File: src/core/pfo_map.vh
// Constants for the PWM forced-off output block.
// Assumes inclusion by core/pfo_core.v only.
`ifndef PFO_MAP_VH
`define PFO_MAP_VH
// ----------------------------------------
// Forced-level choices
// ----------------------------------------
`define PFO_LVL_HIZ      2'h0
`define PFO_LVL_LOW      2'h1
`define PFO_LVL_HIGH     2'h2
`define PFO_LVL_W        2
// ----------------------------------------
// Reset values
// ----------------------------------------
`define PFO_RST_CNT      16'h0000
`define PFO_RST_DUTY     16'h0000
`define PFO_RST_PERIOD   16'h00FF
`define PFO_RST_LVL      2'h1
`define PFO_RST_BIT      1'b0
`define PFO_RST_PREV     1'b1
`endif

File: src/core/pfo_core.v
// PWM generator with event-forced output B, disable flag and edge interrupt.
// Assumes all inputs synchronous to ref_clk; software drives the plain control ports.
`timescale 1ns/100ps
`include "pfo_map.vh"

module pfo_core #(
    parameter W = 16
) (
    input  wire         ref_clk,
    input  wire         rstn,
    input  wire [W-1:0] period,
    input  wire [W-1:0] duty,
    input  wire         pwm_run,
    input  wire         manip_enable,
    input  wire [1:0]   forced_level,
    input  wire         auto_resume,
    input  wire         sw_enable_b,
    input  wire         irq_rise_en,
    input  wire         irq_fall_en,
    input  wire         ext_event_irq_pin,
    input  wire         resume_select_port,
    output reg          pwm_out_b_pin,
    output reg          pwm_out_b_oe,
    output reg          out_b_disable_flag,
    output reg          event_active,
    output reg          ext_event_irq,
    output wire         resume_select_level
);

// ----------------------------------------
// Level choices
// ----------------------------------------
localparam [1:0] LVL_HIZ  = `PFO_LVL_HIZ;
localparam [1:0] LVL_LOW  = `PFO_LVL_LOW;
localparam [1:0] LVL_HIGH = `PFO_LVL_HIGH;

// ----------------------------------------
// Internal signals
// ----------------------------------------
reg  [W-1:0] cnt;
reg  [W-1:0] next_cnt;
reg          pwm_wave;
reg          next_pwm_wave;

reg          pin_prev;
reg          next_irq;

reg          next_flag;
reg          next_pin;
reg          next_oe;
reg          force_pin;
reg          force_oe;

wire         pin_low;
wire         event_now;
wire         resume_ok;
wire         period_end;
wire         fall_seen;
wire         rise_seen;

// ----------------------------------------
// Event decode
// ----------------------------------------
// Level, not edge, holds the event
assign pin_low   = ~ext_event_irq_pin;
assign event_now = manip_enable & pin_low;
assign resume_ok = auto_resume | sw_enable_b;

// ----------------------------------------
// Counter and compare
// ----------------------------------------
assign period_end = (cnt >= period);

always @* begin
    next_cnt      = `PFO_RST_CNT;
    next_pwm_wave = `PFO_RST_BIT;
    if (pwm_run) begin
        if (period_end) begin
            next_cnt = {W{1'b0}};
        end else begin
            next_cnt = cnt + {{(W-1){1'b0}}, 1'b1};
        end
        next_pwm_wave = (cnt < duty);
    end
end

always @(posedge ref_clk or negedge rstn) begin
    if (!rstn) begin
        cnt      <= `PFO_RST_CNT;
        pwm_wave <= `PFO_RST_BIT;
    end else begin
        cnt      <= next_cnt;
        pwm_wave <= next_pwm_wave;
    end
end

// ----------------------------------------
// Forced level decode
// ----------------------------------------
// Unused codes release the pin rather than drive an unknown level
always @* begin
    force_pin = 1'b0;
    force_oe  = 1'b0;
    case (forced_level)
        LVL_LOW: begin
            force_pin = 1'b0;
            force_oe  = 1'b1;
        end
        LVL_HIGH: begin
            force_pin = 1'b1;
            force_oe  = 1'b1;
        end
        LVL_HIZ: begin
            force_pin = 1'b0;
            force_oe  = 1'b0;
        end
        default: begin
            force_pin = 1'b0;
            force_oe  = 1'b0;
        end
    endcase
end

// ----------------------------------------
// Disable flag and resume
// ----------------------------------------
// Set wins over any clear in the same cycle
always @* begin
    next_flag = out_b_disable_flag;
    if (event_now) begin
        next_flag = 1'b1;
    end else if (resume_ok) begin
        next_flag = 1'b0;
    end
end

always @(posedge ref_clk or negedge rstn) begin
    if (!rstn) begin
        out_b_disable_flag <= `PFO_RST_BIT;
    end else begin
        out_b_disable_flag <= next_flag;
    end
end

// ----------------------------------------
// Event status
// ----------------------------------------
always @(posedge ref_clk or negedge rstn) begin
    if (!rstn) begin
        event_active <= `PFO_RST_BIT;
    end else begin
        event_active <= event_now;
    end
end

// ----------------------------------------
// Output pin
// ----------------------------------------
// Forcing checks the live event too, so a re-enable mid-event cannot leak PWM
always @* begin
    next_pin = pwm_wave;
    next_oe  = 1'b1;
    if (event_now || out_b_disable_flag) begin
        next_pin = force_pin;
        next_oe  = force_oe;
    end
end

always @(posedge ref_clk or negedge rstn) begin
    if (!rstn) begin
        pwm_out_b_pin <= `PFO_RST_BIT;
        pwm_out_b_oe  <= `PFO_RST_BIT;
    end else begin
        pwm_out_b_pin <= next_pin;
        pwm_out_b_oe  <= next_oe;
    end
end

// ----------------------------------------
// Edge interrupt
// ----------------------------------------
// Previous level resets to the idle high, so reset gives no false edge unless the pin is low as reset ends
assign fall_seen = pin_prev & ~ext_event_irq_pin;
assign rise_seen = ~pin_prev & ext_event_irq_pin;

always @* begin
    next_irq = (irq_fall_en & fall_seen) | (irq_rise_en & rise_seen);
end

always @(posedge ref_clk or negedge rstn) begin
    if (!rstn) begin
        pin_prev      <= `PFO_RST_PREV;
        ext_event_irq <= `PFO_RST_BIT;
    end else begin
        pin_prev      <= ext_event_irq_pin;
        ext_event_irq <= next_irq;
    end
end

// ----------------------------------------
// Resume select
// ----------------------------------------
// Passed straight to software, which does the choosing
assign resume_select_level = resume_select_port;

endmodule // pfo_core

File: config.mk
export PLATFORM = sky130hd
export DESIGN_NAME = pfo_core
export DESIGN_NICKNAME = d
export VERILOG_FILES = /design/src/core/pfo_core.v
export VERILOG_INCLUDE_DIRS = /design/src /design/src/core
export SDC_FILE = /design/constraint.sdc
export NUM_CORES = 1
export LEC_CHECK = 0
export ABC_AREA = 1
export BUFFER_PORTS_ARGS = -buffer_cell sky130_fd_sc_hd__clkbuf_2
export CAP_MARGIN = 0
export CORE_MARGIN = 2
export CORE_UTILIZATION = 53
export DETAILED_ROUTE_END_ITERATION = 6
export HOLD_SLACK_MARGIN = 0.03
export PLACE_DENSITY = 0.8
export SLEW_MARGIN = 15
export SYNTH_ARGS = -nofsm -noshare
export SYNTH_HDL_FRONTEND = slang
export SYNTH_SLANG_ARGS = --single-unit
File: constraint.sdc
create_clock -name ref_clk -period 1.9 [get_ports ref_clk]
set_clock_uncertainty 0.15 [all_clocks]
set_input_delay 0 -clock ref_clk [delete_from_list [all_inputs] [get_ports ref_clk]]
set_output_delay 0 -clock ref_clk [all_outputs]
set_load 0.05 [all_outputs]
---- Word-level counts from Yosys, hierarchy flattened ----
Cells that the tools add are included.
word-level totals
  register bits after elaboration ......... 23
  input port bits ......................... 44
operators by class
  bitwise gates (word level) .............. 9
  equality and inequality tests ........... 2
  add/sub/neg operators ................... 1
  mux-type cells .......................... 9
  magnitude comparators ................... 2
  reductions and logical operators ........ 3
operators by type and width
  kind                                           number
  2-to-1 mux 16 bit                              2
  adder 16 x 1 -> 16 bit, second input constant  1
  greater-or-equal comparator 16 bit             1
  < comparator 16 bit                            1
  2-to-1 mux 1 bit                               7
  AND 1 bit                                      5
  == test 2 x 1 -> 1 bit, second input constant  1
  == test 2 bit, second input constant           1
  NOT 1 bit                                      2
  bitwise OR 1 bit                               2
  nonzero test 2 bit                             1
  OR reduction 2 bit                             1
  logical OR 1 bit                               1

---- Longest topological paths before layout ----
Gate-level depths: netlist (run 1).
  depth after elaboration ................. 4
  gate-level depth with buffers ........... 13
  gate-level depth less buffers ........... 12

---- Least setup slack after synthesis (run 1) ----
OpenSTA, ideal clock, no wires.
  path kind ............................... reg2reg
  from .................................... reg cnt[13]
  to ...................................... reg cnt[11]
  arrival ................................. 1.397 ns
  slack ................................... 0.232 ns
  setup time .............................. 0.121 ns
  cell stages (with the launch flop) ...... 8
  period minus slack after synthesis ...... 1.668 ns
  data required time ...................... 1.629 ns
  cell sequence ........................... dfrtp_1 -> ha_1 -> nand2_1 -> nor4_1 -> nand2_1 -> nand2_2 -> buf_4 -> nor2_1
on the way
  longest elaborated chain between the ends .. 3
ends and longest elaborated chain
  item                                line           source
  start, declared                     pfo_core.v:40  reg [W-1:0] cnt;
  start signal, assigned              pfo_core.v:89  cnt <= `PFO_RST_CNT;
  start signal, assigned              pfo_core.v:92  cnt <= next_cnt;
  greater-or-equal comparator 16 bit  pfo_core.v:72  assign period_end = (cnt >= period);
  2-to-1 mux 16 bit                   pfo_core.v:78  if (period_end) begin
  2-to-1 mux 16 bit                   pfo_core.v:77  if (pwm_run) begin
  via next_cnt[11]                    pfo_core.v:41  reg [W-1:0] next_cnt;
The timed path passes the listed nets, and every way through them passes these cells.
A chain may end at the register's enable or synchronous reset.

---- Final worst setup path (run 1) ----
  from .................................... reg cnt[15]
  to ...................................... reg cnt[4]
Same word-level chain as after synthesis.

==> results of run 1 <==
-- registers in the layout (all words and copies together), names as in the netlist --
register and flops:
ext_event_irq 1, event_active 1, cnt 16, pwm_out_b_oe 1, pin_prev 1, pwm_wave 1
out_b_disable_flag 1, pwm_out_b_pin 1
-- logic make-up (layout without fill, tap and decap cells) --
| group | after synthesis | count (layout) |
|---|---|---|
| XOR/XNOR | 11 | 11 |
| adder cells (fa/ha/maj) | 33 | 33 |
| multiplexers | 1 | 1 |
| flip-flops | 23 | 23 |
| AND/OR/NAND/NOR | 104 | 105 |
| AO/OA/AOI/OAI | 19 | 19 |
| buffers and inverters | 55 | 128 |
-- path summary, 6_finish.rpt --
| check | start | end | cells after the start |
|---|---|---|---|
| max | cnt[15] | cnt[4] | 6 |
| min | rstn | cnt[0] | 2 |
| max reg2reg | cnt[15] | cnt[4] | 6 |
| min reg2reg | pwm_wave | pwm_out_b_pin | 1 |
| max in group asynchronous | rstn | cnt[5] | 2 |
| min in group ref_clk | duty[15] | pwm_wave | 8 |
-- metal layers --
metal | GRT usage (%) | part of all wire, % | vias up
li1 | - | - | 915
met1 | 26.58 | 46 | 776
met2 | 38.80 | 50 | 37
met3 | 1.937 | 4.0 | 2
met4 | 4.076 | 0.34 | 0
met5 | 0 | 0 | -
-- report_power, final --
part	internal, uW	switching [uW]	leakage, uW	total, uW
sequential	506	6.82	0.000303	513
combinational	108	141	0.00115	249
clock	81.9	149	0.0000150	231
total	696	297	0.00147	993
-- worst max-delay path, stage by stage (launching register included) --
cell and delay (ps):
dfrtp_1 430, ha_1 300, a211oi_1 260, nand2_1 100, a21oi_2 280, nand2_4 180
nor2_2 120
-- cell usage after synthesis --
cell,count,area [sq um]
inv_1,53,198.9
nand2_1,51,191.4
ha_1,33,412.9
nor2_1,27,101.4
dfrtp_1,22,550.5
a21oi_1,12,60.06
xor2_1,7,61.31
nand3_1,5,25.02
o21ai_0,4,20.02
xnor2_1,4,35.03
nand4_1,3,18.77
nor2_2,3,18.77
nor3_1,3,15.01
buf_4,2,15.01
nand2_2,2,12.51
nand3_2,2,20.02
nor2_4,2,22.52
nor4_1,2,12.51
a211oi_1,1,7.510
dfstp_2,1,26.28
mux2_2,1,11.26
nand2_4,1,11.26
nand3b_1,1,7.510
nor3_2,1,10.01
nor3_4,1,16.27
o21bai_1,1,7.510
o31ai_1,1,7.510
-- cell usage in the layout, fill, tap and decap left out, types with 2 or more instances in the layout --
cell type	synthesis	final
a21oi_1	12	10
a21oi_2	0	2
buf_4	2	12
clkbuf_2	0	47
clkbuf_4	0	3
dfrtp_1	22	21
dlygate4sd3_1	0	12
ha_1	33	32
inv_1	53	53
nand2_1	51	50
nand2_2	2	2
nand2_4	1	3
nand3_1	5	5
nand3_2	2	2
nand4_1	3	3
nor2_1	27	19
nor2_2	3	11
nor2_4	2	2
nor3_1	3	3
o21ai_0	4	3
xnor2_1	4	4
xor2_1	7	7
-- what timing repair did --
action	CTS	global route
endpoints found under the setup margin	0	16
endpoints found under the hold margin	31	0
gates resized for setup	0	17
setup buffers	0	2
hold buffers	12	0
-- per-stage QoR --
stage               setup slack, ps  instances
floorplan                     232.2        246
global placement              143.7        347
detailed placement            100.4        347
CTS                           56.27        363
global route                 -59.36        366
finish                        23.65        366
-- final cells by class --
type                            count  area (sq um)  area share, %
Clock buffer                        4         26.28          1.061
Multi-Input combinational cell    169          1171          47.27
Sequential cell                    23         578.1          23.33
Timing Repair Buffer               71         445.4          17.98
Inverter                           53         198.9          8.030
Tap cell                           46         57.56          2.323
==> results.json, run 1 <==
{
  "status": "completed",
  "fmax_mhz": 533.0,
  "num_antenna_cells": 0,
  "clockRootBuffer": "clkbuf_4",
  "fin_crit_ps": 1876,
  "ys_types": 27,
  "yosys.area_share.simple_pct": 25.46,
  "timing.hold.ws_ps": 46.97,
  "drtIter0Drc": 60,
  "area_growth_pct": 30.61,
  "routed_wl_microns": 4077,
  "post-route-util_pct": 73.09,
  "cp_data_required_time_ps": 2000,
  "startpoint_type": "register",
  "hold_path_class": "in2async",
  "ios": 50,
  "stdcell_area_sq_um": 2477,
  "ant_nets": 0,
  "setup_tns_ps": 0,
  "grt_max_degree": 24,
  "cts.reportedPaths.clkPinSlew_ps": 130,
  "post_dp_cell_area_sq_um": 2250,
  "hold_viol": 0,
  "synth-seq-area-share_pct": 30.41,
  "dp_hpwl_microns": 3010,
  "max_cap_viol_count": 0,
  "htreeDepth": 1,
  "die_w_microns": 63.83,
  "synth_compound_area_share_pct": 5.409,
  "cts_made_buffers": 3,
  "io_buffers": 47,
  "netlist_instances": 246,
  "grt_usage_pct": 21.02,
  "worstSkewPairLatency_ps": 310,
  "p_per_area_nw_per_um2": 401.0,
  "crit_type": "reg2reg",
  "synth.mux.area_fraction_pct": 0.5937,
  "end_kind": "register",
  "slew_viol_final": 0,
  "drt-wirelength-per-cell_microns": 11.14,
  "setup_viol": 0,
  "yosys_warnings": 0,
  "synth_fa_ha_area_share_pct": 21.77,
  "drc": 0,
  "ir_drop_uv": 343.6,
  "grt-ovfl-total": 0,
  "p_total_uw": 993.5,
  "cts_tree": "built",
  "netlist_area_sq_um": 1897,
  "grt_pass1_vias": 1752,
  "ys_seq_elements": 23,
  "place_congestion": 0.8668,
  "r2r_slack_ps": 20,
  "arrival_ps": 1980,
  "grt_pass1_wl_microns": 6941,
  "drive_gt1_share_pct": 28.44,
  "vias": 1730,
  "worst_slew_pin_slew_ps": 583.1,
  "crit_fanout": 8,
  "die_h_microns": 63.83,
  "clockBufferDepth": 2,
  "core.rowCount": 21,
  "period_share_pct": 98.76,
  "fill_cells": 267,
  "syn_area_per_cell_sq_um": 7.711,
  "finalNetCount": 398,
  "cts.sinks": 23,
  "synth_top_family_by_area": "simple AND/OR/NAND/NOR gates",
  "core_area_sq_um": 3390,
  "die_area_sq_um": 4074,
  "synth_nets": 323,
  "antenna_found_initial": 0,
  "via_per_inst": 4.727,
  "drtPass1Iterations": 4,
  "maxSlewHeadroom_pct": 61.13,
  "initial_core_util_pct": 55.96,
  "p_leak_uw": 0.001468,
  "synth_xor_area_share_pct": 5.079
}
Power figures use the tool's default switching activity.
==> run 2, diff against run 1 <==
--- a/config.mk
+++ b/config.mk
@@ -6,15 +6,15 @@
 export SDC_FILE = /design/constraint.sdc
 export NUM_CORES = 1
 export LEC_CHECK = 0
-export ABC_AREA = 1
 export BUFFER_PORTS_ARGS = -buffer_cell sky130_fd_sc_hd__clkbuf_2
 export CAP_MARGIN = 0
 export CORE_MARGIN = 2
-export CORE_UTILIZATION = 53
+export CORE_UTILIZATION = 52
 export DETAILED_ROUTE_END_ITERATION = 6
 export HOLD_SLACK_MARGIN = 0.03
-export PLACE_DENSITY = 0.8
+export PLACE_DENSITY_LB_ADDON = 0.2
 export SLEW_MARGIN = 15
 export SYNTH_ARGS = -nofsm -noshare
 export SYNTH_HDL_FRONTEND = slang
 export SYNTH_SLANG_ARGS = --single-unit
+export TNS_END_PERCENT = 5
==> results.json, run 2 <==
{
  "synth_top_family_by_area": "adder cells",
  "worstSkewPairLatency_ps": 310,
  "cp_data_required_time_ps": 1940,
  "yosys_warnings": 0,
  "post-route-util_pct": 78.25,
  "layout_common_cells": "clkbuf_2, inv_1, ha_1",
  "rsz0062_at_grt": "yes",
  "largest_reg_flops": 16,
  "die_w_microns": 62.17,
  "antenna_found_initial": 0,
  "fill_cells": 238,
  "grt-ovfl-total": 0,
  "die_area_sq_um": 3864,
  "htreeDepth": 1,
  "grt_usage_pct": 23.56,
  "wl_met1_microns": 2117,
  "multi_input_comb_area_sq_um": 1210,
  "end_kind": "register",
  "drtIter0Drc": 55,
  "ys_types": 34,
  "num_antenna_cells": 0,
  "failed_checks": "negative setup slack",
  "clockBufferDepth": 2,
  "stdcell_area_sq_um": 2570,
  "cts.reportedPaths.clkPinSlew_ps": 130,
  "worst_slew_pin_slew_ps": 564.2,
  "met2_length_microns": 2156,
  "setup_tns_ps": -1824,
  "yosysMostFrequentCell": "inv_1",
  "ir_drop_uv": 383.6,
  "io_buffers": 47,
  "initial_core_util_pct": 53.56,
  "synth_xor_area_share_pct": 6.970,
  "core.rowCount": 21,
  "arrival_ps": 2180,
  "ys_seq_elements": 23,
  "drive_gt1_share_pct": 35.42,
  "grt_pass1_vias": 1683,
  "grt_max_degree": 24,
  "fmax_mhz": 466.5,
  "dp_hpwl_microns": 3246,
  "ios": 50,
  "crit_fanout": 3,
  "core_area_sq_um": 3284,
  "syn_area_per_cell_sq_um": 8.840,
  "hold_viol": 0,
  "drt-wirelength-per-cell_microns": 13.28,
  "netlist_area_sq_um": 1759,
  "synth_top_cell_by_area": "dfrtp_1",
  "synth_fa_ha_area_share_pct": 23.47,
  "routed_wl_microns": 4434,
  "synth_top_cell_area_share_pct": 31.29,
  "hold_path_class": "in2async",
  "reg2reg_depth": 6,
  "period_share_pct": 112.8,
  "netlist_instances": 199,
  "place_congestion": 0.7932,
  "netlist_top_cells_count": "inv_1, ha_1, nor2_1",
  "synth-seq-area-share_pct": 32.79,
  "cts_tree": "built",
  "regMostFlops": "cnt",
  "post_dp_cell_area_sq_um": 2213,
  "grt_pass1_wl_microns": 7279,
  "synth_edf_count": 0,
  "crit_type": "reg2reg",
  "register_area_sq_um": 579.3,
  "drc": 0,
  "max_cap_viol_count": 0,
  "setup_viol": 17,
  "met3_length_microns": 109,
  "cts_made_buffers": 3,
  "p_leak_uw": 0.001391,
  "routed.top_layer": "met4",
  "synth_compound_area_share_pct": 10.38,
  "ant_nets": 0,
  "clockRootBuffer": "clkbuf_4",
  "synth.mux.area_fraction_pct": 0.6401,
  "slew_viol_final": 0,
  "cts.sinks": 23,
  "synth_area_leaders": "dfrtp_1, ha_1, inv_1",
  "vias": 1671,
  "via_per_inst": 5.003,
  "p_per_area_nw_per_um2": 395.4,
  "fin_crit_ps": 2144,
  "ys_async_sr_fraction_pct": 100.0,
  "synth_nets": 276,
  "layout_commonest_cell": "clkbuf_2",
  "synth-main-ff-cell": "dfrtp_1",
  "drtPass1Iterations": 3,
  "startpoint_type": "register",
  "die_h_microns": 62.17,
  "area_growth_pct": 46.09,
  "finalNetCount": 366,
  "layout_setup_ws_ps": -243.7,
  "status": "finished, violations left",
  "yosys.area_share.simple_pct": 17.21,
  "maxSlewHeadroom_pct": 62.38
}
==> run 2: changes by cell type after synthesis, sizes merged, moves of 3 or more <==
cell and change:
a21oi -7, and4 +3, inv -18, nand2 -40
nor2 -6, nor3 -3, o21ai +3
==> run 2: cell type report <==
class,count,area share (%)
repair buffers,86,21.96
clock inverters,1,0.1947
inverters,35,5.112
clock buffers,3,0.8763
multi-input cells,140,47.08
flip-flops and latches,23,22.54
well taps,46,2.240
==> run 2: through the flow <==
stage	std cells	total power [uW]	setup slack (ps)	hold WS, ps
2_1_floorplan	199	644.6	-131.2	-445.6
3_3_place_gp	312	727.5	-405.7	-149.1
3_5_place_dp	312	732.3	-403.0	-149.1
4_1_cts	332	1001	-103.1	63.72
5_1_grt	334	1073	-288.7	98.43
6_report	334	1016	-243.7	43.43
==> run 2: critical path, cell delays in order (launching register included) <==
cell	delay [ps]
dfrtp_1	440
ha_1	310
a21oi_1	160
o21ai_1	110
a2111oi_2	370
nor2_1	100
a311oi_2	380
==> run 2: logic make-up (layout without fill, tap and decap cells) <==
group	Yosys count	count (layout)
AOI/OAI and AO/OA	26	27
xor gates and xnor gates	14	14
and+or+nand+nor	65	65
adders and majority gates	33	33
muxes	1	1
buffers and inverters	37	125
DFF	23	23
==> run 2: final timing paths <==
path / from / endpoint / slack, ps
max: cnt[7] / pwm_wave / -240
min: rstn / cnt[2] / 40
max reg2reg: cnt[7] / pwm_wave / -240
min reg2reg: pwm_wave / pwm_out_b_pin / 360
max in group asynchronous: rstn / cnt[6] / 1150
min in group ref_clk: duty[2] / pwm_wave / 90
==> run 2: where the power goes <==
part | leakage, uW | internal, uW | switching (uW) | total (uW)
combinational | 0.00107 | 130 | 145 | 274
sequential | 0.000301 | 506 | 8.27 | 514
clock | 0.0000177 | 78.6 | 149 | 228
==> run 2: per-layer routing <==
layer  track usage [%]  up-vias
li1                  -      851
met3             1.630        6
met1             30.78      780
met5                 0        -
met4             6.111        0
met2             42.39       34
==> run 2: repair_timing <==
| item | 4_1_cts | 5_1_grt |
|---|---|---|
| buffers inserted | 2 | 2 |
| resized for setup | 12 | 15 |
| endpoints found under the setup margin | 17 | 17 |
| hold buffers | 13 | 0 |
| cloned | 1 | 0 |
| endpoints found under the hold margin | 31 | 0 |
| pin swaps | 23 | 8 |
